File: src/hdl/mbrs_map.svh
// Register offsets, field positions, opcodes, reset values and timing counts
`ifndef MBRS_MAP_SVH
`define MBRS_MAP_SVH

// Register byte offsets
`define MBRS_OFF_CTRL 8'h00
`define MBRS_OFF_STATUS 8'h04
`define MBRS_OFF_WREG 8'h08
`define MBRS_OFF_BANK 8'h0C
`define MBRS_OFF_PC 8'h10
`define MBRS_OFF_TOS 8'h14
`define MBRS_OFF_WDT 8'h18
`define MBRS_OFF_STKPTR 8'h1C

// Control fields
`define MBRS_CTRL_RUN 0
`define MBRS_CTRL_WDT_EN 1

// Status fields; flags share these positions inside the flag vector
`define MBRS_FLAG_C 0
`define MBRS_FLAG_DC 1
`define MBRS_FLAG_Z 2
`define MBRS_FLAG_OV 3
`define MBRS_FLAG_N 4
`define MBRS_FLAG_MSB 4
`define MBRS_STAT_PD_N 8
`define MBRS_STAT_TO_N 9
`define MBRS_STAT_SLEEP 10
`define MBRS_STAT_STK_FULL 11

// Instruction encodings
`define MBRS_OPC_BRANCH_CARRY 8'hE2
`define MBRS_OPC_REL_CALL 5'h1B
`define MBRS_OPC_ROT_LEFT 6'h11
`define MBRS_OPC_ROT_RIGHT 6'h0C
`define MBRS_OPC_SUB_BORROW 6'h15
`define MBRS_INSN_RESET 16'h00FF
`define MBRS_INSN_SLEEP 16'h0003
`define MBRS_INSN_NOP 16'h0000

// Access bank halves
`define MBRS_ACCESS_LOW_BANK 4'h0
`define MBRS_ACCESS_HIGH_BANK 4'hF

// Reset values
`define MBRS_RST_RUN 1'b1
`define MBRS_RST_WDT_EN 1'b0
`define MBRS_RST_PC 21'h00_0000
`define MBRS_RST_WREG 8'h00
`define MBRS_RST_BANK 4'h0
`define MBRS_RST_FLAGS 5'h00
`define MBRS_RST_WDT 8'h00

// Sizes and timing counts
`define MBRS_STACK_DEPTH 31
`define MBRS_WDT_POST 128
`define MBRS_PC_STEP 21'h00_0002

`endif

File: src/hdl/mbrs_pkg.sv
// Types shared by the execution unit
package mbrs_pkg;

   typedef enum logic [1:0] {MBRS_Q1, MBRS_Q2, MBRS_Q3, MBRS_Q4} mbrs_quarter_t;

   typedef enum logic [2:0] {
      MBRS_OP_NOP,
      MBRS_OP_BRANCH_IF_CARRY,
      MBRS_OP_REL_SUB_CALL,
      MBRS_OP_SOFT_RESET,
      MBRS_OP_SLEEP,
      MBRS_OP_ROTATE_LEFT_NO_CARRY,
      MBRS_OP_ROTATE_RIGHT_THRU_CARRY,
      MBRS_OP_SUB_F_FROM_W_BORROW
   } mbrs_op_t;

endpackage : mbrs_pkg

File: src/hdl/mbrs_exec.sv
// Execution unit for carry branch, relative call, rotates, borrow subtract, reset, sleep
//
// Chosen here: the register addresses and the AHB-Lite slave port.
`timescale 1ns/1ps
`default_nettype none
`include "mbrs_map.svh"
module mbrs_exec
   import mbrs_pkg::*;
#(
   parameter int STACK_DEPTH = `MBRS_STACK_DEPTH,
   parameter int WDT_POST = `MBRS_WDT_POST
)
(
   // Clock and reset
   input wire logic REF_CLK,
   input wire logic RST_N,
   // AHB-Lite slave
   input wire logic HSEL,
   input wire logic [31:0] HADDR,
   input wire logic [1:0] HTRANS,
   input wire logic HWRITE,
   input wire logic [2:0] HSIZE,
   input wire logic [31:0] HWDATA,
   input wire logic HREADY,
   output logic HREADYOUT,
   output logic [31:0] HRDATA,
   output logic HRESP,
   // Program memory
   output logic [20:0] PROG_ADDR,
   input wire logic [15:0] PROG_DATA,
   // Data register file
   output logic [11:0] DATA_ADDR,
   input wire logic [7:0] DATA_RDATA,
   output logic [7:0] DATA_WDATA,
   output logic DATA_WE,
   // Power control
   input wire logic WAKE_REQ,
   output logic OSC_RUN,
   output logic SLEEPING
);

   localparam int SPW = $clog2(STACK_DEPTH + 1);
   localparam int PW = $clog2(WDT_POST);

   typedef struct packed {
      logic run;
      logic wdt_en;
      logic [20:0] pc;
      logic [7:0] w;
      logic [3:0] bank_select_register;
      logic [4:0] flags;
      logic pd_n;
      logic to_n;
      logic sleeping;
      logic osc_run;
      mbrs_quarter_t q;
      logic hold_nop;
      logic [15:0] ir;
      logic [7:0] opnd;
      logic [11:0] data_addr;
      logic [7:0] data_wdata;
      logic data_we;
      logic [7:0] wdt;
      logic [PW-1:0] post;
      logic [SPW-1:0] sp;
      logic stk_full;
      logic [20:0] return_stack_top;
      logic [STACK_DEPTH-1:0][20:0] stack;
   } mbrs_core_t;

   typedef struct packed {
      logic wr_pend;
      logic [7:0] wr_addr;
      logic [31:0] hrdata;
      logic hreadyout;
      logic hresp;
      logic wake_s1;
      logic wake_s2;
   } mbrs_bus_t;

   typedef struct packed {
      mbrs_core_t core;
      mbrs_bus_t bus;
   } mbrs_state_t;

   mbrs_state_t st;
   mbrs_state_t next;
   mbrs_op_t op;
   logic [7:0] res;
   logic [8:0] diff;
   logic [4:0] nib;
   logic take;
   logic [20:0] ret_addr;

   function automatic mbrs_core_t core_reset();
      mbrs_core_t c;
      c = '0;
      c.run = `MBRS_RST_RUN;
      c.wdt_en = `MBRS_RST_WDT_EN;
      c.pc = `MBRS_RST_PC;
      c.w = `MBRS_RST_WREG;
      c.bank_select_register = `MBRS_RST_BANK;
      c.flags = `MBRS_RST_FLAGS;
      c.pd_n = 1'b1;
      c.to_n = 1'b1;
      c.osc_run = 1'b1;
      c.q = MBRS_Q1;
      c.ir = `MBRS_INSN_NOP;
      c.wdt = `MBRS_RST_WDT;
      return c;
   endfunction : core_reset

   function automatic mbrs_state_t state_reset();
      mbrs_state_t s;
      s = '0;
      s.core = core_reset();
      s.bus.hreadyout = 1'b1;
      return s;
   endfunction : state_reset

   function automatic mbrs_op_t decode(input logic [15:0] ir);
      mbrs_op_t o;
      o = MBRS_OP_NOP;
      if (ir[15:8] == `MBRS_OPC_BRANCH_CARRY)
         o = MBRS_OP_BRANCH_IF_CARRY;
      else if (ir[15:11] == `MBRS_OPC_REL_CALL)
         o = MBRS_OP_REL_SUB_CALL;
      else if (ir == `MBRS_INSN_RESET)
         o = MBRS_OP_SOFT_RESET;
      else if (ir == `MBRS_INSN_SLEEP)
         o = MBRS_OP_SLEEP;
      else if (ir[15:10] == `MBRS_OPC_ROT_LEFT)
         o = MBRS_OP_ROTATE_LEFT_NO_CARRY;
      else if (ir[15:10] == `MBRS_OPC_ROT_RIGHT)
         o = MBRS_OP_ROTATE_RIGHT_THRU_CARRY;
      else if (ir[15:10] == `MBRS_OPC_SUB_BORROW)
         o = MBRS_OP_SUB_F_FROM_W_BORROW;
      return o;
   endfunction : decode

   // Target of a relative jump: pc plus two plus twice the signed offset
   function automatic logic [20:0] rel_target(input logic [20:0] pc, input logic [20:0] off);
      return 21'(pc + `MBRS_PC_STEP + {off[19:0], 1'b0});
   endfunction : rel_target

   function automatic logic [11:0] file_addr(input logic [15:0] ir, input logic [3:0] bank_select_register);
      logic [11:0] a;
      a = {bank_select_register, ir[7:0]};
      if (!ir[8])
         a = {(ir[7] ? `MBRS_ACCESS_HIGH_BANK : `MBRS_ACCESS_LOW_BANK), ir[7:0]};
      return a;
   endfunction : file_addr

   function automatic logic [31:0] reg_read(input mbrs_state_t s, input logic [7:0] a);
      logic [31:0] r;
      r = '0;
      if (a == `MBRS_OFF_CTRL)
      begin
         r[`MBRS_CTRL_RUN] = s.core.run;
         r[`MBRS_CTRL_WDT_EN] = s.core.wdt_en;
      end
      else if (a == `MBRS_OFF_STATUS)
      begin
         r[`MBRS_FLAG_MSB:0] = s.core.flags;
         r[`MBRS_STAT_PD_N] = s.core.pd_n;
         r[`MBRS_STAT_TO_N] = s.core.to_n;
         r[`MBRS_STAT_SLEEP] = s.core.sleeping;
         r[`MBRS_STAT_STK_FULL] = s.core.stk_full;
      end
      else if (a == `MBRS_OFF_WREG)
         r[7:0] = s.core.w;
      else if (a == `MBRS_OFF_BANK)
         r[3:0] = s.core.bank_select_register;
      else if (a == `MBRS_OFF_PC)
         r[20:0] = s.core.pc;
      else if (a == `MBRS_OFF_TOS)
         r[20:0] = s.core.return_stack_top;
      else if (a == `MBRS_OFF_WDT)
         r[7:0] = s.core.wdt;
      else if (a == `MBRS_OFF_STKPTR)
         r[SPW-1:0] = s.core.sp;
      return r;
   endfunction : reg_read

   always_comb
   begin
      next = st;
      op = decode(st.core.ir);
      res = '0;
      diff = '0;
      nib = '0;
      take = 1'b0;
      ret_addr = 21'(st.core.pc + `MBRS_PC_STEP);
      next.core.data_we = 1'b0;
      next.bus.wake_s1 = WAKE_REQ;
      next.bus.wake_s2 = st.bus.wake_s1;

      // Bus data phase of a write
      if (st.bus.wr_pend)
      begin
         if (st.bus.wr_addr == `MBRS_OFF_CTRL)
         begin
            next.core.run = HWDATA[`MBRS_CTRL_RUN];
            next.core.wdt_en = HWDATA[`MBRS_CTRL_WDT_EN];
         end
         else if (st.bus.wr_addr == `MBRS_OFF_STATUS)
         begin
            next.core.flags = HWDATA[`MBRS_FLAG_MSB:0];
            if (HWDATA[`MBRS_STAT_STK_FULL])
               next.core.stk_full = 1'b0;
         end
         else if (st.bus.wr_addr == `MBRS_OFF_WREG)
            next.core.w = HWDATA[7:0];
         else if (st.bus.wr_addr == `MBRS_OFF_BANK)
            next.core.bank_select_register = HWDATA[3:0];
         else if (st.bus.wr_addr == `MBRS_OFF_PC)
            next.core.pc = {HWDATA[20:1], 1'b0};
      end

      // Bus address phase; read data is ready for the data phase
      next.bus.wr_pend = 1'b0;
      if (HSEL && HTRANS[1] && HREADY)
      begin
         next.bus.wr_pend = HWRITE;
         next.bus.wr_addr = HADDR[7:0];
         if (!HWRITE)
            next.bus.hrdata = reg_read(st, HADDR[7:0]);
      end

      // Watchdog postscaler and counter
      if (st.core.wdt_en)
      begin
         if (st.core.post == PW'(WDT_POST - 1))
         begin
            next.core.post = '0;
            next.core.wdt = 8'(st.core.wdt + 8'h01);
            if (st.core.wdt == 8'hFF && st.core.sleeping)
            begin
               next.core.to_n = 1'b0;
               next.core.sleeping = 1'b0;
               next.core.osc_run = 1'b1;
            end
         end
         else
            next.core.post = PW'(st.core.post + 1'b1);
      end
      if (st.bus.wake_s2 && st.core.sleeping)
      begin
         next.core.sleeping = 1'b0;
         next.core.osc_run = 1'b1;
      end

      if (st.core.run && !st.core.sleeping)
      begin
         case (st.core.q)
            MBRS_Q1:
            begin
               next.core.ir = st.core.hold_nop ? `MBRS_INSN_NOP : PROG_DATA;
               next.core.q = MBRS_Q2;
            end
            MBRS_Q2:
            begin
               next.core.data_addr = file_addr(st.core.ir, st.core.bank_select_register);
               if (op == MBRS_OP_REL_SUB_CALL)
               begin
                  if (st.core.sp < SPW'(STACK_DEPTH))
                  begin
                     next.core.stack[st.core.sp] = ret_addr;
                     next.core.sp = SPW'(st.core.sp + 1'b1);
                  end
                  else
                     next.core.stk_full = 1'b1;
                  next.core.return_stack_top = ret_addr;
               end
               next.core.q = MBRS_Q3;
            end
            MBRS_Q3:
            begin
               next.core.opnd = DATA_RDATA;
               next.core.q = MBRS_Q4;
            end
            default:
            begin
               next.core.q = MBRS_Q1;
               next.core.hold_nop = 1'b0;
               if (!st.core.hold_nop)
                  next.core.pc = ret_addr;
               case (op)
                  MBRS_OP_BRANCH_IF_CARRY:
                  begin
                     if (st.core.flags[`MBRS_FLAG_C])
                     begin
                        next.core.pc = rel_target(st.core.pc, 21'(signed'(st.core.ir[7:0])));
                        next.core.hold_nop = 1'b1;
                     end
                  end
                  MBRS_OP_REL_SUB_CALL:
                  begin
                     next.core.pc = rel_target(st.core.pc, 21'(signed'(st.core.ir[10:0])));
                     next.core.hold_nop = 1'b1;
                  end
                  MBRS_OP_SLEEP:
                  begin
                     next.core.wdt = `MBRS_RST_WDT;
                     next.core.post = '0;
                     next.core.pd_n = 1'b0;
                     next.core.to_n = 1'b1;
                     next.core.sleeping = 1'b1;
                     next.core.osc_run = 1'b0;
                  end
                  MBRS_OP_ROTATE_LEFT_NO_CARRY:
                  begin
                     res = {st.core.opnd[6:0], st.core.opnd[7]};
                     take = 1'b1;
                  end
                  MBRS_OP_ROTATE_RIGHT_THRU_CARRY:
                  begin
                     res = {st.core.flags[`MBRS_FLAG_C], st.core.opnd[7:1]};
                     next.core.flags[`MBRS_FLAG_C] = st.core.opnd[0];
                     take = 1'b1;
                  end
                  MBRS_OP_SUB_F_FROM_W_BORROW:
                  begin
                     diff = 9'({1'b0, st.core.w} - {1'b0, st.core.opnd}
                        - {8'h00, !st.core.flags[`MBRS_FLAG_C]});
                     nib = 5'({1'b0, st.core.w[3:0]} - {1'b0, st.core.opnd[3:0]}
                        - {4'h0, !st.core.flags[`MBRS_FLAG_C]});
                     res = diff[7:0];
                     next.core.flags[`MBRS_FLAG_C] = !diff[8];
                     next.core.flags[`MBRS_FLAG_DC] = !nib[4];
                     next.core.flags[`MBRS_FLAG_OV] = (st.core.w[7] ^ st.core.opnd[7])
                        & (st.core.w[7] ^ diff[7]);
                     take = 1'b1;
                  end
                  default:
                  begin
                     take = 1'b0;
                  end
               endcase
               if (take)
               begin
                  next.core.flags[`MBRS_FLAG_N] = res[7];
                  next.core.flags[`MBRS_FLAG_Z] = (res == 8'h00);
                  if (st.core.ir[9])
                  begin
                     next.core.data_wdata = res;
                     next.core.data_we = 1'b1;
                  end
                  else
                     next.core.w = res;
               end
            end
         endcase
         if (st.core.q == MBRS_Q2 && op == MBRS_OP_SOFT_RESET)
            next.core = core_reset();
      end
   end

   always_ff @(posedge REF_CLK)
   begin
      if (!RST_N)
         st <= state_reset();
      else
         st <= next;
   end

   assign HREADYOUT = st.bus.hreadyout;
   assign HRDATA = st.bus.hrdata;
   assign HRESP = st.bus.hresp;
   assign PROG_ADDR = st.core.pc;
   assign DATA_ADDR = st.core.data_addr;
   assign DATA_WDATA = st.core.data_wdata;
   assign DATA_WE = st.core.data_we;
   assign OSC_RUN = st.core.osc_run;
   assign SLEEPING = st.core.sleeping;

endmodule : mbrs_exec
`default_nettype wire

File: config.mk
export PLATFORM = sky130hd
export DESIGN_NAME = mbrs_exec
export DESIGN_NICKNAME = d
export VERILOG_FILES = /design/src/hdl/mbrs_pkg.sv /design/src/hdl/mbrs_exec.sv
export VERILOG_INCLUDE_DIRS = /design/src /design/src/hdl
export SDC_FILE = /design/constraint.sdc
export NUM_CORES = 1
export LEC_CHECK = 0
export ABC_CLOCK_PERIOD_IN_PS = 9600
export BUFFER_PORTS_ARGS = -buffer_cell sky130_fd_sc_hd__buf_4
export CAP_MARGIN = 20
export CELL_PAD_IN_SITES_DETAIL_PLACEMENT = 1
export CELL_PAD_IN_SITES_GLOBAL_PLACEMENT = 2
export CORE_UTILIZATION = 36
export CTS_CLUSTER_DIAMETER = 50
export CTS_CLUSTER_SIZE = 8
export DETAILED_ROUTE_END_ITERATION = 12
export PLACE_DENSITY = 0.86
export REMOVE_ABC_BUFFERS = 1
export SYNTH_ARGS = -nofsm -noshare
export SYNTH_HDL_FRONTEND = slang
export SYNTH_SLANG_ARGS = --single-unit
File: constraint.sdc
create_clock -name REF_CLK -period 9.6 [get_ports REF_CLK]
set_input_delay 0 -clock REF_CLK [delete_from_list [all_inputs] [get_ports REF_CLK]]
set_output_delay 0 -clock REF_CLK [all_outputs]
set_load 0.02 [all_outputs]
==> results.md <==
* # setup viols final at 0
* Ys Warns at 0
* Final period util at 0.463
* Crit. End Element: register
* Final ANT Viol Nets at 0
* Pin count of the biggest net entering global routing at 82
* Combinational family with the most area after synthesis: simple AND/OR/NAND/NOR gates
* Post-Syn Instances at 1382
* Die Area at about 31000 um^2
* WP data arrival at approximately 4.8 ns
* Post-Synth XOR/XNOR Area at 0.0477
* Peak Freq at around 0.22 GHz
* Num CTS Buffers at 17
* Via density at about 5.7
* Hold WS at slightly above 0.007 ns
* Post CTS Setup Buffer Count at 0
* # rows at 63
* Wire per inst at 20.8 um
* Most frequent cells in the layout: dfxtp_1, nand2_1, buf_4
* Cell area power density at approximately 130 nW/um^2
* Gpl congestion at about 0.86
* #FFs+latches synth at ~170
* Die H at between 150 and 200 um
* Commonest non-fill, non-tap cell in the layout: dfxtp_1
* Initial Utilization at 0.369
* Syn Area/Cell at approximately 8 um^2
* Critical path data required time at a little under 10 ns
* Worst setup margin at roughly 5.2 ns
* Post-Synth Simple-Gate Area at 0.229
* Routed Wire Length at approximately 38000 um
* Max-slew headroom at 0.279
* Post-Syn Area at 11000 um^2
* Vias in the first global route at around 10000
* CTS tree: yes
* Core area at 29900 um^2
* CTS root buffer: clkbuf_16
* HP Class: input port to register
* Clock transition at path regs at around 0.08 ns
* Max-cap viol count at 0
* FFs w/ async S/R, synth at 0
* Worst-Margin Slew at about 1.1 ns
* GRT Total Usage at 0.248
* CTS sink cnt at ~170
* Slew Viols, Final at 0
* Diode count at 0
* DR vias at 10500
* Die extent in x at ~180 um
* Filler Cell Count at 3599
* IO Pins at about 180
* RSZ-0062 raised after global routing: no
* Period minus WS final at about 4.4 ns
* Mux cell area share after synthesis at 0.0487
* Layout cells sized above 1 at 0.132
* Area grow syn2layout at 16.0%
* Status: finished clean
* HPWL after DPL at ~29000 um
* TNS Setup at 0 ns
* Post-Place Worst Slack at roughly 5.3 ns
* Register area share after synthesis at 0.302
* Skew-Pair Late Insertion Delay at approximately 0.44 ns
* CP Launch Type: register
* Static Leak at around 0.0053 uW
* Global-route wire length before repair at ~60000 um
* Post-Synth Adder-Cell Area at 0.0634
* Final instance area at between 10000 and 15000 um^2
* Peak VDD IR at 0.132 mV
* Starting DRC count in detailed routing at 674
* Nets@finish at between 1500 and 2000
* Complex-gate fraction of the synthesized area at 0.219
* Main flop type after synthesis: dfxtp_1
* EDFF count, synth at 0
* Worst setup path class: register to register
* GR Overflow Total at 0
* Max Root-Sink Buffers at 2
* Clock Skew at between 0.01 and 0.015 ns
* Antenna violations before repair at 0
* Depth of the CTS H-tree at 4
* Area post-placement at 11700 um^2
* Remaining DRCs at 0
* PortBufs at approximately 120
* Critical Path Fanout Max at 8
* Detailed Routing Iterations Pass 1 at 6
* Post-synth cell types at roughly 80
* Final Hold Vio Count at 0
-- sequential cells by signal, indices dropped and copies added (netlist names) --
register / cells
PROG_ADDR: 21
OSC_RUN: 1
DATA_ADDR: 12
SLEEPING: 1
DATA_WDATA: 8
DATA_WE: 1
next: 1
HRDATA: 21
st: 100
-- final cells by class --
class | instances | area, um^2 | area share
timing repair buffer | 179 | 1450 | 0.114
multi-input combinational | 1043 | 6760 | 0.529
clock buffer | 18 | 439 | 0.0344
tap | 390 | 488 | 0.0382
clock inverter | 14 | 160 | 0.0125
inverter | 40 | 150 | 0.0118
sequential | 166 | 3320 | 0.260
-- synthesized netlist by cell type, types with 12 or more instances --
library cell,number,share of area
dfxtp_1,166,0.30
nand2_1,154,0.052
nor2_1,95,0.032
buf_4,75,0.051
nand3_1,75,0.034
o21ai_0,71,0.032
a21oi_1,66,0.030
clkbuf_1,57,0.019
ha_1,51,0.058
a21boi_0,49,0.033
mux2i_1,48,0.044
inv_1,40,0.014
a22oi_1,32,0.022
and2_1,31,0.018
xnor2_1,31,0.025
nor2b_1,29,0.016
xor2_1,29,0.023
nor3_1,22,0.010
and3_1,18,0.010
a211oi_1,16,0.011
nand4_1,16,0.0091
a221oi_1,12,0.0095
nand2b_1,12,0.0068
-- metrics by stage --
step / util / power (uW) / instances
after floorplan: - / 863 / 1249
after global placement: 0.393 / 948 / 1774
after detailed placement: 0.393 / 953 / 1774
after CTS: 0.427 / 1680 / 1849
after global routing: 0.427 / 1730 / 1850
final: 0.427 / 1670 / 1850
-- final timing paths --
kind                      startpoint                        to  slack (ns)  depth (start not counted)
max          PROG_ADDR[1]$_SDFF_PN0_  PROG_ADDR[19]$_SDFF_PN0_        5.15                         14
min                       HWDATA[16]  PROG_ADDR[16]$_SDFF_PN0_       0.007                          4
max reg2reg  PROG_ADDR[1]$_SDFF_PN0_  PROG_ADDR[19]$_SDFF_PN0_        5.15                         14
min reg2reg       next[0]$_SDFF_PN0_          st[0]$_SDFF_PN0_        0.44                          1
-- where the power goes --
group          internal, uW  switching, uW  total, uW
sequential              703           26.9        730
combinational          96.7            127        223
clock                   377            338        715
-- routing by layer --
| metal | GRT usage | wire length [um] |
|---|---|---|
| met5 | 0 | 0 |
| met3 | 0.0363 | 2150 |
| met1 | 0.344 | 18100 |
| met2 | 0.396 | 17500 |
| met4 | 0.0736 | 741 |
-- worst max-delay path, stage by stage, from the launching register on --
cell and delay, ns:
dfxtp_1 0.53, ha_1 0.27, nand4_1 0.19, nor2_1 0.34, nand2_1 0.11, xnor2_1 0.60
ha_1 0.29, and3_1 0.19, a21bo_2 0.23, o21a_1 0.20, o31ai_1 0.29, nand2_1 0.14
and4_1 0.20, o311ai_0 0.59, nand3_1 0.13
-- what timing repair did --
item | in CTS | in global routing
hold endpoints to repair | 46 | 0
hold buffers | 43 | 0
resized for setup | 0 | 0
-- kinds of logic after synthesis --
logic type,after synthesis
adder cells (fa/ha/maj),54
AND/OR/NAND/NOR,509
AO/OA/AOI/OAI,354
buffers and inverters,184
other,2
XOR/XNOR,60
multiplexers,53
flip-flops,166
(Power assumes the default switching activity.)
